<file path="config.mk">
export PLATFORM = sky130hd
export DESIGN_NAME = hdm_host_end_flat
export DESIGN_NICKNAME = d
export VERILOG_FILES = /design/src/hdl/hdm_pkg.sv /design/src/hdl/hdm_host_if.sv /design/src/hdl/hdm_host_end.sv /design/src/flat_wrapper.sv
export SDC_FILE = /design/constraint.sdc
export NUM_CORES = 1
export LEC_CHECK = 0
export ABC_AREA = 1
export BUFFER_PORTS_ARGS = -buffer_cell sky130_fd_sc_hd__buf_4
export CAP_MARGIN = 10
export CORE_MARGIN = 2
export CORE_UTILIZATION = 46
export DETAILED_ROUTE_END_ITERATION = 12
export HOLD_SLACK_MARGIN = 0.1
export PLACE_DENSITY = 0.8
export SLEW_MARGIN = 40
export SYNTH_ARGS = -nofsm -noshare
export SYNTH_HDL_FRONTEND = slang
export SYNTH_SLANG_ARGS = --single-unit
</file>
<file path="constraint.sdc">
create_clock -name ref_clk -period 3.1 [get_ports ref_clk]
set_input_delay 0.93 -clock ref_clk [delete_from_list [all_inputs] [get_ports ref_clk]]
set_output_delay 0.93 -clock ref_clk [all_outputs]
set_load 0.1 [all_outputs]
</file>
<file path="src/hdl/hdm_pkg.sv">
// constants, types and helpers shared by both mailbox ends
// assumes one clock and a byte-wide host bus on that clock
package hdm_pkg;
   // ==========================================
   // host bus addresses (7-bit byte addresses)
   localparam int HA_W = 7;
   localparam logic [6:0] HA_HCMD = 7'h40;
   localparam logic [6:0] HA_HBUSY = 7'h41;
   localparam logic [6:0] HA_HGEN_LO = 7'h42;
   localparam logic [6:0] HA_HGEN_HI = 7'h43;
   localparam logic [6:0] HA_DCMD = 7'h60;
   localparam logic [6:0] HA_DBUSY = 7'h61;
   localparam logic [6:0] HA_DGEN_LO = 7'h62;
   localparam logic [6:0] HA_DGEN_HI = 7'h63;
   localparam logic [6:0] HA_VEC = 7'h68;
   localparam logic [6:0] HA_DATA_END = 7'h1f;
   // ==========================================
   // dsp data space addresses
   localparam logic [15:0] DA_HCMD = 16'hd140;
   localparam logic [15:0] DA_HBUSY = 16'hd141;
   localparam logic [15:0] DA_HGEN_LO = 16'hd142;
   localparam logic [15:0] DA_HGEN_HI = 16'hd143;
   localparam logic [15:0] DA_HGEN = 16'hd144;
   localparam logic [15:0] DA_DCMD = 16'hd160;
   localparam logic [15:0] DA_DBUSY = 16'hd161;
   localparam logic [15:0] DA_DGEN_LO = 16'hd162;
   localparam logic [15:0] DA_DGEN_HI = 16'hd163;
   localparam logic [15:0] DA_DGEN = 16'hd164;
   localparam logic [15:0] DA_VEC = 16'hd168;
   localparam logic [11:0] DA_DATA_BASE = 12'hd12;
   // ==========================================
   // fields and reset values
   localparam int BUSY_BIT = 15;
   localparam int NDATA = 16;
   localparam logic [7:0] CMD_RST = 8'h00;
   localparam logic [7:0] BUSY_BYTE = 8'h80;
   // ==========================================
   // host controller: axi offsets and orders
   localparam int AXI_AW = 4;
   localparam logic [3:0] AX_ORDER = 4'h0;
   localparam logic [3:0] AX_STATUS = 4'h4;
   localparam logic [1:0] RESP_OK = 2'b00;
   localparam logic [1:0] RESP_ERR = 2'b10;
   localparam logic [1:0] OP_WRITE = 2'h0;
   localparam logic [1:0] OP_READ = 2'h1;
   localparam logic [1:0] OP_INTACK = 2'h2;
   localparam logic [1:0] OP_CMD = 2'h3;
   typedef enum logic [4:0] {
      HS_IDLE = 5'b00001,
      HS_POLL = 5'b00010,
      HS_POLLW = 5'b00100,
      HS_ISSUE = 5'b01000,
      HS_CAPT = 5'b10000
   } hdm_hstate_e;
   // replace one byte lane of a 16-bit word
   function automatic logic [15:0] hdm_put_byte(
      input logic [15:0] w, input logic hi, input logic [7:0] b);
      hdm_put_byte = hi ? {b, w[7:0]} : {w[15:8], b};
   endfunction
endpackage

</file>
<file path="src/hdl/hdm_host_if.sv">
// host parallel bus between the mailbox and its host
// assumes both ends run on ref_clk; strobes are one-cycle pulses
`timescale 1ns/1ps
interface hdm_host_if;
   logic [6:0] addr;
   logic [7:0] wdata;
   logic [7:0] rdata;
   logic wr;
   logic rd;
   logic intack;
   modport device(input addr, input wdata, input wr, input rd,
      input intack, output rdata);
   modport host(output addr, output wdata, output wr, output rd,
      output intack, input rdata);
endinterface

</file>
<file path="src/hdl/hdm_host_end.sv">
// host end: takes bus orders over axi4-lite, runs host bus cycles
// assumes the device answers a read one cycle after the strobe
`timescale 1ns/1ps
module hdm_host_end (
   input wire logic ref_clk,
   input wire logic rst,
   hdm_host_if.host hbus,
   input wire logic [3:0] s_axi_awaddr,
   input wire logic s_axi_awvalid,
   output logic s_axi_awready,
   input wire logic [31:0] s_axi_wdata,
   input wire logic [3:0] s_axi_wstrb,
   input wire logic s_axi_wvalid,
   output logic s_axi_wready,
   output logic [1:0] s_axi_bresp,
   output logic s_axi_bvalid,
   input wire logic s_axi_bready,
   input wire logic [3:0] s_axi_araddr,
   input wire logic s_axi_arvalid,
   output logic s_axi_arready,
   output logic [31:0] s_axi_rdata,
   output logic [1:0] s_axi_rresp,
   output logic s_axi_rvalid,
   input wire logic s_axi_rready
);
   import hdm_pkg::*;

   // ==========================================
   // axi write channel
   logic awready_ff;
   logic wready_ff;
   logic bvalid_ff;
   logic [1:0] bresp_ff;
   logic [3:0] awaddr_ff;
   logic [31:0] wdata_ff;
   logic wr_exec;
   logic order_take;
   logic status_wr;

   // both halves held, response not yet out: act once
   assign wr_exec = !awready_ff && !wready_ff && !bvalid_ff;
   assign order_take = wr_exec && (awaddr_ff == AX_ORDER);
   assign status_wr = wr_exec && (awaddr_ff == AX_STATUS);

   // address and data may arrive in either order
   always_ff @(posedge ref_clk or posedge rst) begin
      if (rst) begin
         awready_ff <= 1'b1;
         wready_ff <= 1'b1;
         bvalid_ff <= 1'b0;
         bresp_ff <= RESP_OK;
         awaddr_ff <= 4'h0;
         wdata_ff <= 32'h00000000;
      end else begin
         if (s_axi_awvalid && awready_ff) begin
            awready_ff <= 1'b0;
            awaddr_ff <= s_axi_awaddr;
         end
         if (s_axi_wvalid && wready_ff) begin
            wready_ff <= 1'b0;
            wdata_ff <= s_axi_wdata;
         end
         if (wr_exec) begin
            bvalid_ff <= 1'b1;
            bresp_ff <= (awaddr_ff == AX_ORDER ||
               awaddr_ff == AX_STATUS) ? RESP_OK : RESP_ERR;
         end
         if (bvalid_ff && s_axi_bready) begin
            bvalid_ff <= 1'b0;
            awready_ff <= 1'b1;
            wready_ff <= 1'b1;
         end
      end
   end

   // ==========================================
   // bus sequencer
   hdm_hstate_e state_ff;
   hdm_hstate_e nxt_state;
   logic [1:0] op_ff;
   logic [6:0] addr_ff;
   logic [7:0] data_ff;
   logic [7:0] rd_ff;
   logic refused_ff;
   logic nxt_refused;
   logic wr_ff;
   logic rdstb_ff;
   logic intack_ff;
   logic [6:0] baddr_ff;

   // next state; guarded command polls the busy byte first
   always_comb begin
      nxt_state = state_ff;
      nxt_refused = 1'b0;
      unique case (state_ff)
         HS_IDLE: begin
            if (order_take) begin
               nxt_state = (wdata_ff[17:16] == OP_CMD) ?
                  HS_POLL : HS_ISSUE;
            end
         end
         HS_POLL: nxt_state = HS_POLLW;
         HS_POLLW: begin
            // blocked box: the command is not written
            if (hbus.rdata[BUSY_BIT - 8]) begin
               nxt_state = HS_IDLE;
               nxt_refused = 1'b1;
            end else begin
               nxt_state = HS_ISSUE;
            end
         end
         HS_ISSUE: nxt_state = HS_CAPT;
         HS_CAPT: nxt_state = HS_IDLE;
      endcase
      if (order_take && state_ff != HS_IDLE) begin
         nxt_refused = 1'b1;
      end
   end

   always_ff @(posedge ref_clk or posedge rst) begin
      if (rst) begin
         state_ff <= HS_IDLE;
      end else begin
         state_ff <= nxt_state;
      end
   end

   // order fields latched when the order is taken
   always_ff @(posedge ref_clk or posedge rst) begin
      if (rst) begin
         op_ff <= OP_WRITE;
         addr_ff <= 7'h00;
         data_ff <= 8'h00;
      end else if (order_take && state_ff == HS_IDLE) begin
         op_ff <= wdata_ff[17:16];
         addr_ff <= wdata_ff[14:8];
         data_ff <= wdata_ff[7:0];
      end
   end

   // bus strobes, one cycle each, from flops
   always_ff @(posedge ref_clk or posedge rst) begin
      if (rst) begin
         wr_ff <= 1'b0;
         rdstb_ff <= 1'b0;
         intack_ff <= 1'b0;
         baddr_ff <= 7'h00;
      end else begin
         wr_ff <= 1'b0;
         rdstb_ff <= 1'b0;
         intack_ff <= 1'b0;
         if (nxt_state == HS_POLL) begin
            rdstb_ff <= 1'b1;
            baddr_ff <= HA_HBUSY;
         end else if (nxt_state == HS_ISSUE) begin
            baddr_ff <= (state_ff == HS_POLLW) ? HA_HCMD :
               wdata_ff[14:8];
            wr_ff <= (state_ff == HS_POLLW) ||
               (wdata_ff[17:16] == OP_WRITE);
            rdstb_ff <= (state_ff == HS_IDLE) &&
               (wdata_ff[17:16] == OP_READ);
            intack_ff <= (state_ff == HS_IDLE) &&
               (wdata_ff[17:16] == OP_INTACK);
         end
      end
   end

   // answer byte captured; refusal sticky, set beats clear
   always_ff @(posedge ref_clk or posedge rst) begin
      if (rst) begin
         rd_ff <= 8'h00;
         refused_ff <= 1'b0;
      end else begin
         if (state_ff == HS_CAPT && op_ff != OP_WRITE &&
            op_ff != OP_CMD) begin
            rd_ff <= hbus.rdata;
         end
         if (nxt_refused) begin
            refused_ff <= 1'b1;
         end else if (status_wr && wdata_ff[1]) begin
            refused_ff <= 1'b0;
         end
      end
   end

   // ==========================================
   // axi read channel
   logic arready_ff;
   logic rvalid_ff;
   logic [31:0] rdata_ff;
   logic [1:0] rresp_ff;

   always_ff @(posedge ref_clk or posedge rst) begin
      if (rst) begin
         arready_ff <= 1'b1;
         rvalid_ff <= 1'b0;
         rdata_ff <= 32'h00000000;
         rresp_ff <= RESP_OK;
      end else if (s_axi_arvalid && arready_ff) begin
         arready_ff <= 1'b0;
         rvalid_ff <= 1'b1;
         rresp_ff <= RESP_OK;
         if (s_axi_araddr == AX_ORDER) begin
            rdata_ff <= {14'h0000, op_ff, 1'b0, addr_ff, data_ff};
         end else if (s_axi_araddr == AX_STATUS) begin
            rdata_ff <= {16'h0000, rd_ff, 6'h00, refused_ff,
               state_ff != HS_IDLE};
         end else begin
            rdata_ff <= 32'h00000000;
            rresp_ff <= RESP_ERR;
         end
      end else if (rvalid_ff && s_axi_rready) begin
         rvalid_ff <= 1'b0;
         arready_ff <= 1'b1;
      end
   end

   // ==========================================
   // outputs
   assign s_axi_awready = awready_ff;
   assign s_axi_wready = wready_ff;
   assign s_axi_bvalid = bvalid_ff;
   assign s_axi_bresp = bresp_ff;
   assign s_axi_arready = arready_ff;
   assign s_axi_rvalid = rvalid_ff;
   assign s_axi_rdata = rdata_ff;
   assign s_axi_rresp = rresp_ff;
   assign hbus.addr = baddr_ff;
   assign hbus.wdata = data_ff;
   assign hbus.wr = wr_ff;
   assign hbus.rd = rdstb_ff;
   assign hbus.intack = intack_ff;
endmodule

</file>
<file path="src/flat_wrapper.sv">
// flat-port wrapper written by rule: the top's interface ports become plain ports
module hdm_host_end_flat import hdm_pkg::*;
  (ref_clk, rst, s_axi_awaddr, s_axi_awvalid, s_axi_awready, s_axi_wdata, s_axi_wstrb, s_axi_wvalid, s_axi_wready, s_axi_bresp, s_axi_bvalid, s_axi_bready, s_axi_araddr, s_axi_arvalid, s_axi_arready, s_axi_rdata, s_axi_rresp, s_axi_rvalid, s_axi_rready, hbus_addr, hbus_wdata, hbus_wr, hbus_rd, hbus_intack, hbus_rdata);
  hdm_host_if hbus_i ();
  input wire logic ref_clk;
  input wire logic rst;
  input wire logic [3:0] s_axi_awaddr;
  input wire logic s_axi_awvalid;
  output logic s_axi_awready;
  input wire logic [31:0] s_axi_wdata;
  input wire logic [3:0] s_axi_wstrb;
  input wire logic s_axi_wvalid;
  output logic s_axi_wready;
  output logic [1:0] s_axi_bresp;
  output logic s_axi_bvalid;
  input wire logic s_axi_bready;
  input wire logic [3:0] s_axi_araddr;
  input wire logic s_axi_arvalid;
  output logic s_axi_arready;
  output logic [31:0] s_axi_rdata;
  output logic [1:0] s_axi_rresp;
  output logic s_axi_rvalid;
  input wire logic s_axi_rready;
  output wire logic [$bits(hbus_i.addr)-1:0] hbus_addr;
  output wire logic [$bits(hbus_i.wdata)-1:0] hbus_wdata;
  output wire logic [$bits(hbus_i.wr)-1:0] hbus_wr;
  output wire logic [$bits(hbus_i.rd)-1:0] hbus_rd;
  output wire logic [$bits(hbus_i.intack)-1:0] hbus_intack;
  input wire logic [$bits(hbus_i.rdata)-1:0] hbus_rdata;
  assign hbus_addr = hbus_i.addr;
  assign hbus_wdata = hbus_i.wdata;
  assign hbus_wr = hbus_i.wr;
  assign hbus_rd = hbus_i.rd;
  assign hbus_intack = hbus_i.intack;
  assign hbus_i.rdata = hbus_rdata;
  hdm_host_end u_core (.ref_clk(ref_clk), .rst(rst), .hbus(hbus_i), .s_axi_awaddr(s_axi_awaddr), .s_axi_awvalid(s_axi_awvalid), .s_axi_awready(s_axi_awready), .s_axi_wdata(s_axi_wdata), .s_axi_wstrb(s_axi_wstrb), .s_axi_wvalid(s_axi_wvalid), .s_axi_wready(s_axi_wready), .s_axi_bresp(s_axi_bresp), .s_axi_bvalid(s_axi_bvalid), .s_axi_bready(s_axi_bready), .s_axi_araddr(s_axi_araddr), .s_axi_arvalid(s_axi_arvalid), .s_axi_arready(s_axi_arready), .s_axi_rdata(s_axi_rdata), .s_axi_rresp(s_axi_rresp), .s_axi_rvalid(s_axi_rvalid), .s_axi_rready(s_axi_rready));
endmodule
</file>
==> flow_metrics.env <==
export IMPL_outcome="completed"
export IMPL_reg2reg_depth=9
export IMPL_r2r_end="u_core.hbus.addr[1]"
export IMPL_io_pins=118
export IMPL_finalClockSkew_ns=0.0148
export IMPL_cp_max_fo=3
export IMPL_endpoint_kind="primary output"
export IMPL_clock_latency_ns=0.37
export IMPL_crit_path_max_incr_delay_ns=0.56
export IMPL_yosys_warnings=0
export IMPL_cp_top_family="flip-flops"
export IMPL_power_leakage_nw=2.37
export IMPL_ctsHoldBuffers=0
export IMPL_drive_gt1_share_pct=32.7
export IMPL_htreeDepth=3
export IMPL_finalHoldViolCount=0
export IMPL_slowest_stage="dfstp_2"
export IMPL_tightest_slew_ns=0.612
export IMPL_ys_flop_type="dfrtp_1"
export IMPL_finalCriticalPeriod_ns=2.14
export IMPL_syn_avg_cell_area_um2=9.46
export IMPL_required_ns=2.17
export IMPL_syn_instance_count=409
export IMPL_start_util_pct=47.3
export IMPL_dp_cells=588
export IMPL_powerDensity_nw_per_um2=1170
export IMPL_drtIter0Drc=164
export IMPL_synth_top_family_by_area="simple AND/OR/NAND/NOR gates"
export IMPL_ys_seq_area_share_pct=56.4
export IMPL_drc_errors=0
export IMPL_area_delta_synth_final_pct=22.6
export IMPL_cts_resized=0
export IMPL_maxSlewHeadroom_pct=59.1
export IMPL_stdcell_count=604
export IMPL_vias_per_cell=4.98
export IMPL_wl_um=8510
export IMPL_synth_top_area_share_pct=53.7
export IMPL_cts_buffer_depth=2
export IMPL_postCtsSetupRepairBufs=0
export IMPL_cts_tree="done"
export IMPL_yosysTopAreaCell="dfrtp_1"
export IMPL_synth_area_mux_share_pct=3.79
export IMPL_n_antenna_cell=0
export IMPL_path_class="reg -> out"
export IMPL_synthTopCellsByArea="dfrtp_1 54%, nand2_1 7.1%, nand3_1 4.3%, nor2_1 4.1%, mux2_2 3.8%"
export IMPL_cp_depth=1
export IMPL_dieArea_um2=9160
export IMPL_wl_per_cell_um=14.1
export IMPL_port_buffers=82
export IMPL_die_y_um=95.7
export IMPL_r2r_start="u_core.state_ff[0]"
export IMPL_num_rows=33
export IMPL_die_w_um=95.7
export IMPL_hold_path_class="reg -> reg"
export IMPL_rsz0062_at_grt="no"
export IMPL_synth_simple_area_share_pct=23.0
export IMPL_ys_ff_latch=87
export IMPL_crit_chain="buf_4"
export IMPL_async_flop_share_pct=100
export IMPL_synth_compound_area_share_pct=8.61
export IMPL_cts_sinks=87
export IMPL_fin_nets=553
export IMPL_maxCapViolCount=0
export IMPL_syn_area_um2=3870
export IMPL_endpoint="s_axi_arready"
export IMPL_drt_pass1_iter_count=4
export IMPL_yosysUniqueCellTypes=30
export IMPL_max_freq_ghz=0.467
export IMPL_coreArea_um2=8180
export IMPL_max_vdd_ir_drop_mv=0.749
export IMPL_synthAdderAreaFrac_pct=0
export IMPL_synth_most_common_cell="dfrtp_1"
export IMPL_grt_pass1_vias=2938
export IMPL_vias=3005
export IMPL_overflow=0
export IMPL_clk_pin_slew_ns=0.11
export IMPL_startpoint="u_core.s_axi_arready"
export IMPL_synth_xor_area_share_pct=0
export IMPL_grt_pass1_wl_um=13900
export IMPL_worst_path_buf_inv=1
export IMPL_start_kind="flip-flop"
export IMPL_synthTopCellsByCount="83 x dfrtp_1, 73 x nand2_1, 42 x nor2_1"
export IMPL_cp_arrival_ns=1.21
export IMPL_grt_start_max_net_pins=62
export IMPL_gp_congestion=0.853
export IMPL_ant_nets=0
export IMPL_antenna_found_initial=0
export IMPL_finalMaxSlewViolations=0
export IMPL_finalSetupTns_ns=0
export IMPL_grtUsageTotal_pct=19.9
export IMPL_synth_edf_count=0
export IMPL_dp_hpwl_um=6250
export IMPL_period_share_pct=69.1
export IMPL_rrSetupSlack_ns=1.22
export IMPL_setup_violations_final=0
export IMPL_cts_buffers=9
export IMPL_root_buffer="clkbuf_8"
==> per-layer routing <==
metal  routed length [um]  track usage [%]
met2                 4020             30.9
met1                 3900             27.5
met5                    0                0
met3                  452             4.46
met4                  131             7.02
==> metrics by stage <==
step | instance area, um2 | utilization (%) | total power (W) | hold slack, ns | worst slack (ns)
floorplan | 3930 | - | 0.00418 | 0.453 | 1.04
detailed placement | 4550 | 55.7 | 0.00480 | 0.466 | 0.865
CTS | 4740 | 58.0 | 0.00558 | 0.494 | 0.946
global placement | 4550 | 55.7 | 0.00472 | 0.469 | 0.944
finish | 4740 | 58.0 | 0.00555 | 0.491 | 0.957
global route | 4740 | 58.0 | 0.00587 | 0.523 | 0.914
==> cells in the final DEF, fill, tap and decap left out <==
master / instances
buf_4: 86
dfrtp_1: 83
nand2_1: 73
nor2_1: 42
nand3_1: 33
inv_1: 32
o21ai_0: 27
a21oi_1: 19
conb_1: 16
mux2_2: 13
nand2_2: 11
clkbuf_8: 9
a31oi_1: 8
nor2_2: 7
nor2_4: 6
nand3_2: 5
inv_2: 4
inv_6: 4
dfstp_2: 4
a21oi_2: 3
nand2_4: 2
inv_8: 2
a21o_2: 1
nand4_1: 1
nand3_4: 1
nor4_1: 1
nor3_2: 1
o21ai_2: 1
clkinvlp_4: 1
o311ai_0: 1
clkinv_4: 1
buf_12: 1
==> worst register-to-register path, stage by stage, from the launching register on <==
cell and delay [ns]:
dfstp_2 0.58, nor2_2 0.07, nand2_2 0.12, a21oi_2 0.07
nor2_4 0.19, nand2_2 0.10, a21oi_2 0.18, nand3_2 0.25
nand3_1 0.15, nand2_1 0.07
==> layout make-up <==
type                            instances  area, um2
Fill cell                             721       3430
Sequential cell                        87       2180
Multi-Input combinational cell        272       1430
Timing Repair Buffer                   87        666
Inverter                               37        143
Tap cell                              105        131
Clock buffer                            9        124
Clock inverter                          7       66.3
==> registers in the layout, summed over array words and instances, names as in the netlist <==
signal,count
u_core.s_axi_rresp,1
u_core.hbus.addr,7
u_core.s_axi_bresp,1
u_core.s_axi_bvalid,1
u_core.hbus.wdata,8
u_core.s_axi_rvalid,1
u_core.addr_ff,7
u_core.s_axi_awready,1
u_core.rd_ff,8
u_core.hbus.rd,1
u_core.hbus.intack,1
u_core.s_axi_arready,1
u_core.wdata_ff,17
u_core.op_ff,2
u_core.awaddr_ff,4
u_core.hbus.wr,1
u_core.refused_ff,1
u_core.s_axi_rdata,18
u_core.state_ff,5
u_core.s_axi_wready,1
==> power breakdown <==
| group | internal, W | leakage (nW) | total, W | switching (W) |
|---|---|---|---|---|
| combinational | 0.000678 | 1.20 | 0.00291 | 0.00223 |
| sequential | 0.00158 | 1.07 | 0.00187 | 0.000289 |
| clock | 0.000315 | 0.0991 | 0.000771 | 0.000455 |
| total | 0.00258 | 2.37 | 0.00555 | 0.00298 |
==> cell families after synthesis <==
group / after synthesis
buffers and inverters: 65
muxes: 13
DFF: 87
AOI/OAI and AO/OA: 60
and+or+nand+nor: 183
other: 1
==> worst min-delay path by stage <==
stage | startpoint | to | slack (ns) | cells after the start
finish | u_core.s_axi_rdata[4] | u_core.s_axi_rdata[4] | 0.49 | 2
global route | u_core.wdata_ff[6] | u_core.wdata_ff[6] | 0.52 | 1
CTS | u_core.s_axi_rdata[3] | u_core.s_axi_rdata[3] | 0.49 | 2
detailed placement | u_core.s_axi_rdata[3] | u_core.s_axi_rdata[3] | 0.47 | 2
global placement | u_core.s_axi_rdata[2] | u_core.s_axi_rdata[2] | 0.47 | 2
floorplan | u_core.addr_ff[0] | u_core.addr_ff[0] | 0.45 | 2
Note: power is estimated with default switching activity, not from simulation.
